===== config.mk =====
export PLATFORM = sky130hd
export DESIGN_NAME = wdcr1_top
export DESIGN_NICKNAME = d
export VERILOG_FILES = /design/src/rtl/wdcr1_pkg.sv /design/src/rtl/wdcr1_cmp.sv /design/src/rtl/wdcr1_top.sv
export SDC_FILE = /design/constraint.sdc
export NUM_CORES = 1
export LEC_CHECK = 0
export ABC_AREA = 1
export BUFFER_PORTS_ARGS = -buffer_cell sky130_fd_sc_hd__buf_2
export CAP_MARGIN = 20
export CORE_MARGIN = 3
export CORE_UTILIZATION = 40
export CTS_CLUSTER_SIZE = 10
export DETAILED_ROUTE_END_ITERATION = 10
export SLEW_MARGIN = 15
export SYNTH_ARGS = -nofsm -noshare
export SYNTH_HDL_FRONTEND = slang
export SYNTH_SLANG_ARGS = --single-unit

===== constraint.sdc =====
create_clock -name clk_i -period 2.5 [get_ports clk_i]
set_clock_uncertainty 0.2 [all_clocks]
set_input_delay 0.125 -clock clk_i [delete_from_list [all_inputs] [get_ports clk_i]]
set_output_delay 0.125 -clock clk_i [all_outputs]
set_load 0.02 [all_outputs]

===== src/rtl/wdcr1_pkg.sv =====
// Package for the watchdog control register one block
package wdcr1_pkg;
  localparam logic [7:0] WDCR1_OFF_CS1 = 8'h00;
  localparam logic [7:0] WDCR1_OFF_CNTH = 8'h08;
  localparam logic [7:0] WDCR1_OFF_CNTL = 8'h0C;
  localparam logic [7:0] WDCR1_OFF_TOVH = 8'h10;
  localparam logic [7:0] WDCR1_OFF_TOVL = 8'h14;
  localparam logic [7:0] WDCR1_OFF_IST = 8'h18;
  localparam logic [7:0] WDCR1_OFF_ICLR = 8'h1C;
  localparam logic [7:0] WDCR1_OFF_IEN = 8'h20;
  localparam logic [7:0] WDCR1_OFF_MODE = 8'h24;
  localparam logic [7:0] WDCR1_CS1_RESET = 8'h80;
  localparam logic [7:0] WDCR1_TOVL_RESET = 8'h04;
  localparam logic [7:0] WDCR1_TOVH_RESET = 8'h00;
  localparam int WDCR1_BIT_EN = 7;
  localparam int WDCR1_BIT_INT = 6;
  localparam int WDCR1_BIT_UPD = 5;
  localparam int WDCR1_BIT_TSTH = 4;
  localparam int WDCR1_BIT_TSTL = 3;
  localparam int WDCR1_BIT_DBG = 2;
  localparam int WDCR1_BIT_WAIT = 1;
  localparam int WDCR1_BIT_STOP = 0;
  localparam logic [15:0] WDCR1_UNLOCK1 = 16'h20C5;
  localparam logic [15:0] WDCR1_UNLOCK2 = 16'h28D9;
  localparam logic [15:0] WDCR1_REFRESH1 = 16'h02A6;
  localparam logic [15:0] WDCR1_REFRESH2 = 16'h80B4;
  localparam int WDCR1_SEQ_CLKS = 16;
  localparam int WDCR1_UPD_CLKS = 128;
  localparam int WDCR1_RST_DELAY_CLKS = 128;
  localparam logic [1:0] WDCR1_TST_OFF = 2'h0;
  localparam logic [1:0] WDCR1_TST_USER = 2'h1;
  localparam logic [1:0] WDCR1_TST_LOW = 2'h2;
  localparam logic [1:0] WDCR1_TST_HIGH = 2'h3;
  localparam int WDCR1_IRQ_W = 3;
  localparam int WDCR1_IRQ_TMO = 0;
  localparam int WDCR1_IRQ_ILL = 1;
  localparam int WDCR1_IRQ_UNL = 2;
  localparam int WDCR1_CLK_HZ = 10000000;
  typedef enum logic [3:0] {
    WDCR1_S_IDLE = 4'h1,
    WDCR1_S_SEQ = 4'h2,
    WDCR1_S_OPEN = 4'h4,
    WDCR1_S_FIRE = 4'h8
  } wdcr1_state_t;
  typedef struct packed {
    logic psel;
    logic penable;
    logic pwrite;
    logic [7:0] paddr;
    logic [31:0] pwdata;
  } wdcr1_apb_req_t;
  typedef struct packed {
    logic chip_debug;
    logic chip_wait;
    logic chip_stop;
  } wdcr1_mode_t;
endpackage


===== src/rtl/wdcr1_cmp.sv =====
// Counter against timeout comparison, honouring the fast test field
`timescale 1ns/1ps
module wdcr1_cmp
  import wdcr1_pkg::*;
(
  input wire logic [15:0] count_i,
  input wire logic [15:0] timeout_i,
  input wire logic [1:0] test_sel_i,
  output logic hit_o
);
  always_comb begin
    case (test_sel_i)
      WDCR1_TST_LOW: hit_o = (count_i[7:0] >= timeout_i[7:0]);
      WDCR1_TST_HIGH: hit_o = (count_i[15:8] >= timeout_i[15:8]);
      default: hit_o = (count_i >= timeout_i);
    endcase
  end
endmodule


===== src/rtl/wdcr1_top.sv =====
// Watchdog control register one with counter, unlock and reset logic
`timescale 1ns/1ps
// Overview of operation
// - The counter runs only while the enable bit 7 is set.
// - All configuration fields are fixed by the first CS1 write after reset.
// - With bit 6 set a timeout or illegal write raises an interrupt first.
// - With bit 6 set the reset follows 128 clocks after vector fetch.
// - With bit 5 clear any later configuration write forces a reset.
// - With bit 5 set writes are taken for 128 clocks after unlock.
// - Test field 00 is disabled and 01 is user mode, full compare.
// - Test field 10 compares only the low bytes.
// - Test field 11 compares only the high bytes.
// - The test field clears only on power-on reset.
// - In debug mode the watchdog runs only with bit 2 set.
// - In wait mode the watchdog runs only with bit 1 set.
// - In stop mode the watchdog runs only with bit 0 set.
// - With bit 5 set, writing 0x20C5 then 0x28D9 within 16 clocks unlocks.
module wdcr1_top
  import wdcr1_pkg::*;
(
  input wire logic clk_i,
  input wire logic reset_i,
  input wire logic por_i,
  input wire logic psel_i,
  input wire logic penable_i,
  input wire logic pwrite_i,
  input wire logic [7:0] paddr_i,
  input wire logic [31:0] pwdata_i,
  output logic [31:0] prdata_o,
  output logic pready_o,
  output logic pslverr_o,
  input wire logic chip_debug_i,
  input wire logic chip_wait_i,
  input wire logic chip_stop_i,
  input wire logic vector_fetch_i,
  output logic irq_o,
  output logic wdog_reset_o
);
  localparam int SEQ_W = $clog2(WDCR1_SEQ_CLKS + 1);
  localparam int UPD_W = $clog2(WDCR1_UPD_CLKS + 1);
  localparam int DLY_W = $clog2(WDCR1_RST_DELAY_CLKS + 1);
  localparam logic [SEQ_W-1:0] SEQ_MAX = SEQ_W'(WDCR1_SEQ_CLKS);
  localparam logic [UPD_W-1:0] UPD_MAX = UPD_W'(WDCR1_UPD_CLKS);
  localparam logic [DLY_W-1:0] DLY_MAX = DLY_W'(WDCR1_RST_DELAY_CLKS);

  typedef struct packed {
    logic [7:0] cs1;
    logic cfg_done;
    logic [15:0] tov;
    logic [15:0] cnt;
    logic [7:0] lo_stage;
    wdcr1_state_t st;
    logic seq_refresh;
    logic [SEQ_W-1:0] seq_cnt;
    logic [UPD_W-1:0] upd_cnt;
    logic pend;
    logic fetched;
    logic [DLY_W-1:0] dly_cnt;
    logic [WDCR1_IRQ_W-1:0] ist;
    logic [WDCR1_IRQ_W-1:0] ien;
    logic [31:0] prdata;
    logic pready;
    logic pslverr;
    logic irq;
    logic wrst;
    logic [1:0] sdbg;
    logic [1:0] swait;
    logic [1:0] sstop;
  } wdcr1_regs_t;

  wdcr1_regs_t q, d;
  logic hit;
  logic [1:0] tst_keep_q;
  wdcr1_apb_req_t req;
  wdcr1_mode_t mode;

  function automatic logic [15:0] cnt_word(input logic [7:0] hi,
                                           input logic [7:0] lo);
    cnt_word = {hi, lo};
  endfunction

  assign req = '{psel: psel_i, penable: penable_i, pwrite: pwrite_i,
                 paddr: paddr_i, pwdata: pwdata_i};
  assign mode = '{chip_debug: q.sdbg[1], chip_wait: q.swait[1],
                  chip_stop: q.sstop[1]};

  wdcr1_cmp u_cmp (
    .count_i(q.cnt),
    .timeout_i(q.tov),
    .test_sel_i(tst_keep_q),
    .hit_o(hit)
  );

  always_comb begin
    logic acc;
    logic wr;
    logic cfg_ok;
    logic run;
    logic ill;
    logic tmo;
    logic [15:0] word;
    acc = 1'b0;
    wr = 1'b0;
    cfg_ok = 1'b0;
    run = 1'b0;
    ill = 1'b0;
    tmo = 1'b0;
    word = 16'h0000;
    d = q;
    d.sdbg = {q.sdbg[0], chip_debug_i};
    d.swait = {q.swait[0], chip_wait_i};
    d.sstop = {q.sstop[0], chip_stop_i};
    d.pready = 1'b0;
    d.pslverr = 1'b0;
    acc = req.psel && req.penable && !q.pready;
    wr = acc && req.pwrite;
    cfg_ok = !q.cfg_done || (q.st == WDCR1_S_OPEN);
    if (q.seq_cnt != '0) begin
      d.seq_cnt = q.seq_cnt - 1'b1;
    end
    case (q.st)
      WDCR1_S_SEQ: begin
        if (q.seq_cnt == '0) begin
          d.st = WDCR1_S_IDLE;
        end
      end
      WDCR1_S_OPEN: begin
        d.upd_cnt = q.upd_cnt - 1'b1;
        if (q.upd_cnt == UPD_W'(1)) begin
          d.st = WDCR1_S_IDLE;
          d.cfg_done = 1'b1;
        end
      end
      WDCR1_S_FIRE: begin
      end
      default: begin
      end
    endcase
    if (acc) begin
      d.pready = 1'b1;
      d.prdata = 32'h0000_0000;
      case (req.paddr)
        WDCR1_OFF_CS1: begin
          d.prdata[7:0] = {q.cs1[7:5], tst_keep_q, q.cs1[2:0]};
          if (wr && cfg_ok) begin
            d.cs1 = req.pwdata[7:0];
            d.cfg_done = 1'b1;
          end else if (wr && !q.cs1[WDCR1_BIT_UPD]) begin
            ill = 1'b1;
          end
        end
        WDCR1_OFF_TOVH: begin
          d.prdata[7:0] = q.tov[15:8];
          if (wr && cfg_ok) begin
            d.tov[15:8] = req.pwdata[7:0];
          end else if (wr && !q.cs1[WDCR1_BIT_UPD]) begin
            ill = 1'b1;
          end
        end
        WDCR1_OFF_TOVL: begin
          d.prdata[7:0] = q.tov[7:0];
          if (wr && cfg_ok) begin
            d.tov[7:0] = req.pwdata[7:0];
          end else if (wr && !q.cs1[WDCR1_BIT_UPD]) begin
            ill = 1'b1;
          end
        end
        WDCR1_OFF_CNTH: begin
          d.prdata[7:0] = q.cnt[15:8];
          if (wr) begin
            word = cnt_word(req.pwdata[7:0], q.lo_stage);
            if (q.seq_cnt == '0 || q.st != WDCR1_S_SEQ) begin
              d.lo_stage = 8'h00;
              if (word == WDCR1_UNLOCK1 && q.cs1[WDCR1_BIT_UPD]) begin
                d.st = WDCR1_S_SEQ;
                d.seq_refresh = 1'b0;
                d.seq_cnt = SEQ_MAX;
              end else if (word == WDCR1_REFRESH1) begin
                d.st = WDCR1_S_SEQ;
                d.seq_refresh = 1'b1;
                d.seq_cnt = SEQ_MAX;
              end else if (word != WDCR1_UNLOCK1) begin
                ill = 1'b1;
              end else begin
                ill = 1'b1;
              end
            end else if (!q.seq_refresh && word == WDCR1_UNLOCK2) begin
              d.st = WDCR1_S_OPEN;
              d.upd_cnt = UPD_MAX;
              d.seq_cnt = '0;
            end else if (q.seq_refresh && word == WDCR1_REFRESH2) begin
              d.st = WDCR1_S_IDLE;
              d.cnt = 16'h0000;
              d.seq_cnt = '0;
            end else begin
              ill = 1'b1;
            end
          end
        end
        WDCR1_OFF_CNTL: begin
          d.prdata[7:0] = q.cnt[7:0];
          if (wr) begin
            d.lo_stage = req.pwdata[7:0];
          end
        end
        WDCR1_OFF_IST: begin
          d.prdata[WDCR1_IRQ_W-1:0] = q.ist;
        end
        WDCR1_OFF_ICLR: begin
          if (wr) begin
            d.ist = q.ist & ~req.pwdata[WDCR1_IRQ_W-1:0];
          end
        end
        WDCR1_OFF_IEN: begin
          d.prdata[WDCR1_IRQ_W-1:0] = q.ien;
          if (wr) begin
            d.ien = req.pwdata[WDCR1_IRQ_W-1:0];
          end
        end
        WDCR1_OFF_MODE: begin
          d.prdata[2:0] = {mode.chip_debug, mode.chip_wait, mode.chip_stop};
        end
        default: begin
          d.pslverr = 1'b1;
        end
      endcase
    end
    run = q.cs1[WDCR1_BIT_EN];
    if (mode.chip_debug && !q.cs1[WDCR1_BIT_DBG]) run = 1'b0;
    if (mode.chip_wait && !q.cs1[WDCR1_BIT_WAIT]) run = 1'b0;
    if (mode.chip_stop && !q.cs1[WDCR1_BIT_STOP]) run = 1'b0;
    if (run && q.st != WDCR1_S_OPEN) begin
      d.cnt = q.cnt + 16'h0001;
      tmo = hit;
    end
    if (!q.pend && (tmo || ill)) begin
      d.pend = 1'b1;
      d.st = WDCR1_S_FIRE;
      if (!q.cs1[WDCR1_BIT_INT]) begin
        d.wrst = 1'b1;
      end else begin
        d.fetched = 1'b0;
        d.dly_cnt = DLY_MAX;
      end
    end
    if (q.pend && q.cs1[WDCR1_BIT_INT]) begin
      if (!q.fetched && vector_fetch_i) begin
        d.fetched = 1'b1;
      end
      if (q.fetched) begin
        d.dly_cnt = q.dly_cnt - 1'b1;
        if (q.dly_cnt == DLY_W'(1)) begin
          d.wrst = 1'b1;
        end
      end
    end
    if (tmo) d.ist[WDCR1_IRQ_TMO] = 1'b1;
    if (ill) d.ist[WDCR1_IRQ_ILL] = 1'b1;
    if (q.st == WDCR1_S_SEQ && d.st == WDCR1_S_OPEN) begin
      d.ist[WDCR1_IRQ_UNL] = 1'b1;
    end
    d.irq = (|(d.ist & d.ien)) ||
            (d.pend && q.cs1[WDCR1_BIT_INT]);
  end

  always_ff @(posedge clk_i) begin
    if (reset_i) begin
      q <= '0;
      q.cs1 <= WDCR1_CS1_RESET;
      q.tov <= {WDCR1_TOVH_RESET, WDCR1_TOVL_RESET};
      q.st <= WDCR1_S_IDLE;
    end else begin
      q <= d;
    end
  end

  // Test field lives outside the ordinary reset
  always_ff @(posedge clk_i) begin
    if (por_i) begin
      tst_keep_q <= WDCR1_TST_OFF;
    end else if (!reset_i && psel_i && penable_i && pwrite_i && !q.pready &&
                 paddr_i == WDCR1_OFF_CS1 &&
                 (!q.cfg_done || q.st == WDCR1_S_OPEN)) begin
      tst_keep_q <= pwdata_i[WDCR1_BIT_TSTH:WDCR1_BIT_TSTL];
    end
  end

  assign prdata_o = q.prdata;
  assign pready_o = q.pready;
  assign pslverr_o = q.pslverr;
  assign irq_o = q.irq;
  assign wdog_reset_o = q.wrst;
endmodule


==> flow_summary.toml <==
[critical_path]
r2r-start = "q[115]"
r2r_end = "wdog_reset_o"
cp-start-kind = "flop"
r2r_setup_slack_ns = 0.27
cp_data_arrival_time_ns = 2.32
cp_max_fo = 4
critPathKind = "reg -> reg"
cp-end-kind = "flop"
required_ns = 2.59
ff2ff_path_depth = 14

[timing]
worstMarginPinSlew_ns = 0.621
max_freq_mhz = 449
finalCritPeriodShare_pct = 89.2
finalHoldViolCount = 0
slew_headroom_pct = 58.6
setup_tns_ns = 0
min_period_ns = 2.23
slew_viol_final = 0
setup_viol = 0
rsz0062_at_grt = "false"
whs_ns = 0.0676

[finish]
syn_to_final_growth_pct = 13.4
n_antenna_cell = 0
drive_gt1_share_pct = 17.1
layout_common_cells = "nand2_1, dfxtp_1, inv_1"
final_common_cell = "nand2_1"
finalInstanceArea_um2 = 6620
nets = 929

[global_route]
grt_pass1_vias = 4772
overflow = 0
antenna_found_initial = 0
grt_max_degree = 42
grt_pass1_wl_mm = 24.4
grt_usage_pct = 18.9

[synth]
syn_inst = 802
synth.avg_cell_area_um2 = 7.28
synth_edf_count = 0
ys.flop_type = "dfxtp_1"
synth-seq-cells = 101
ys_types = 54
yosysSeqAreaShare_pct = 34.6
synth_warnings = 0
synthArstFlopShare_pct = 0
syn-cell-area_um2 = 5840

[drt]
routed_via_density = 5.03
wl_per_cell_um = 14.4
drt-initial-drc-count = 290
via_count = 5228
finalWirelength_mm = 15.0
ant_nets = 0
post-route-drc-count = 0
first_pass_iters = 5

[worst_hold_path]
whs_path_depth = 5
hp-start = "paddr_i[7]"
min_to = "pslverr_o"
min_path_type = "in -> reg"

[floorplan]
rows = 43
start_util_pct = 41.4
dieArea_um2 = 16100
io_pins = 86
die_w_um = 127
die_height_um = 127
core_area_um2 = 14100

[clocking]
cts_sinks = 101
clk_path_buf_depth = 2
worstSkewPairLatency_ns = 0.36
cts_made_buffers = 9
htreeDepth = 3
root_buffer = "clkbuf_16"
path_clk_slew_ns = 0.07
cts_resized = 0
cts_tree = "done"

[power_and_ir_drop]
total_power_mw = 3.73
p_leak_nw = 2.90
powerDensity_nw_per_um2 = 564
ir_drop_uv = 341

[place]
placed_cell_area_um2 = 6140
port_buffers = 37
hpwl_mm = 11.3
gp_congestion = 0.883

[job]
maxCapViolCount = 0

[run_status]
status = "finished, final reports clean"
==> metal layers <==
metal  vias to the layer above  routed length, µm  GRT usage, %
met1                      2372               7060          25.5
met5                         -                  0             0
met2                       145               6890          30.5
li1                       2697                  -             -
met4                         0                221          5.87
met3                        14                804          3.75
==> worst max path at each step <==
stage | start | to | slack (ns) | cells after the start
finish | q[115] | wdog_reset_o | 0.27 | 14
global route | q[84] | q[51] | 0.06 | 15
CTS | q[115] | wdog_reset_o | 0.26 | 14
detailed placement | q[115] | q[56] | 0.30 | 13
global placement | q[99] | q[56] | 0.31 | 12
floorplan | q[115] | q[56] | 0.55 | 13
==> kinds of logic (layout without fill, tap and decap cells) <==
kind of cell	count (synthesis)	after routing	share of synthesized area, %
AOI/OAI and AO/OA	169	169	17.2
xor gates and xnor gates	14	14	2.10
adders and majority gates	24	24	5.14
buffers and inverters	173	208	13.4
DFF	101	101	34.6
other	1	24	0.0642
and+or+nand+nor	320	320	27.5
==> cell usage after synthesis, types with 5 or more instances <==
master	n	area [µm²]
nand2_1	122	458
dfxtp_1	101	2020
inv_1	100	375
nor2_1	81	304
a21oi_1	74	370
nand3_1	42	210
o21ai_0	40	200
buf_4	32	240
ha_1	24	300
inv_2	22	82.6
nor3_1	13	65.1
a211oi_1	12	90.1
a221oi_1	12	105
clkbuf_1	10	37.5
nor2_2	10	62.6
xor2_1	9	78.8
nor2_4	8	90.1
o22ai_1	8	50.1
nand2_2	7	43.8
nand3_2	7	70.1
nand4_1	7	43.8
buf_2	6	30.0
nand2_4	5	56.3
o21ai_1	5	25.0
xnor2_1	5	43.8
==> metrics by stage <==
stage               cells  utilization (%)  worst slack, ns
floorplan             825                -            0.554
global placement     1009             43.6            0.307
detailed placement   1009             43.6            0.303
CTS                  1040             47.0            0.257
global route         1040             47.0           0.0558
finish               1040             47.0            0.271
==> registers in the layout (all words and copies together), names as in the netlist <==
register      cells
tst_keep_q        2
pslverr_o         1
wdog_reset_o      1
d                 3
q                81
prdata_o          8
mode              3
pready_o          1
irq_o             1
==> power by group <==
group	switching, mW	internal, mW
logic	0.307	0.158
registers	0.0362	1.66
clock network	0.659	0.914
total	1.00	2.73
==> worst max-delay path, cell delays in order, from the launching register on <==
cell,delay [ns]
dfxtp_1,0.34
inv_1,0.06
ha_1,0.29
nand2_1,0.08
nor2_1,0.19
inv_1,0.08
nor3_1,0.13
nand2_1,0.07
nand2_1,0.07
nand3_2,0.16
nand2_4,0.13
nand2_4,0.07
inv_2,0.09
nand2_1,0.07
a21oi_1,0.13
==> final cells by class <==
| class | instances | area (µm²) |
|---|---|---|
| well taps | 180 | 225 |
| clock buffers | 10 | 239 |
| clock inverters | 6 | 93.8 |
| fillers | 1431 | 7470 |
| inverters | 125 | 474 |
| flip-flops and latches | 101 | 2020 |
| repair buffers | 67 | 448 |
| multi-input cells | 551 | 3120 |
==> timing repair <==
item | 4_1_cts | 5_1_grt
buffers inserted | 0 | 0
hold endpoints to repair | 46 | 0
hold buffers | 15 | 0
Power figures use the tool's default switching activity.
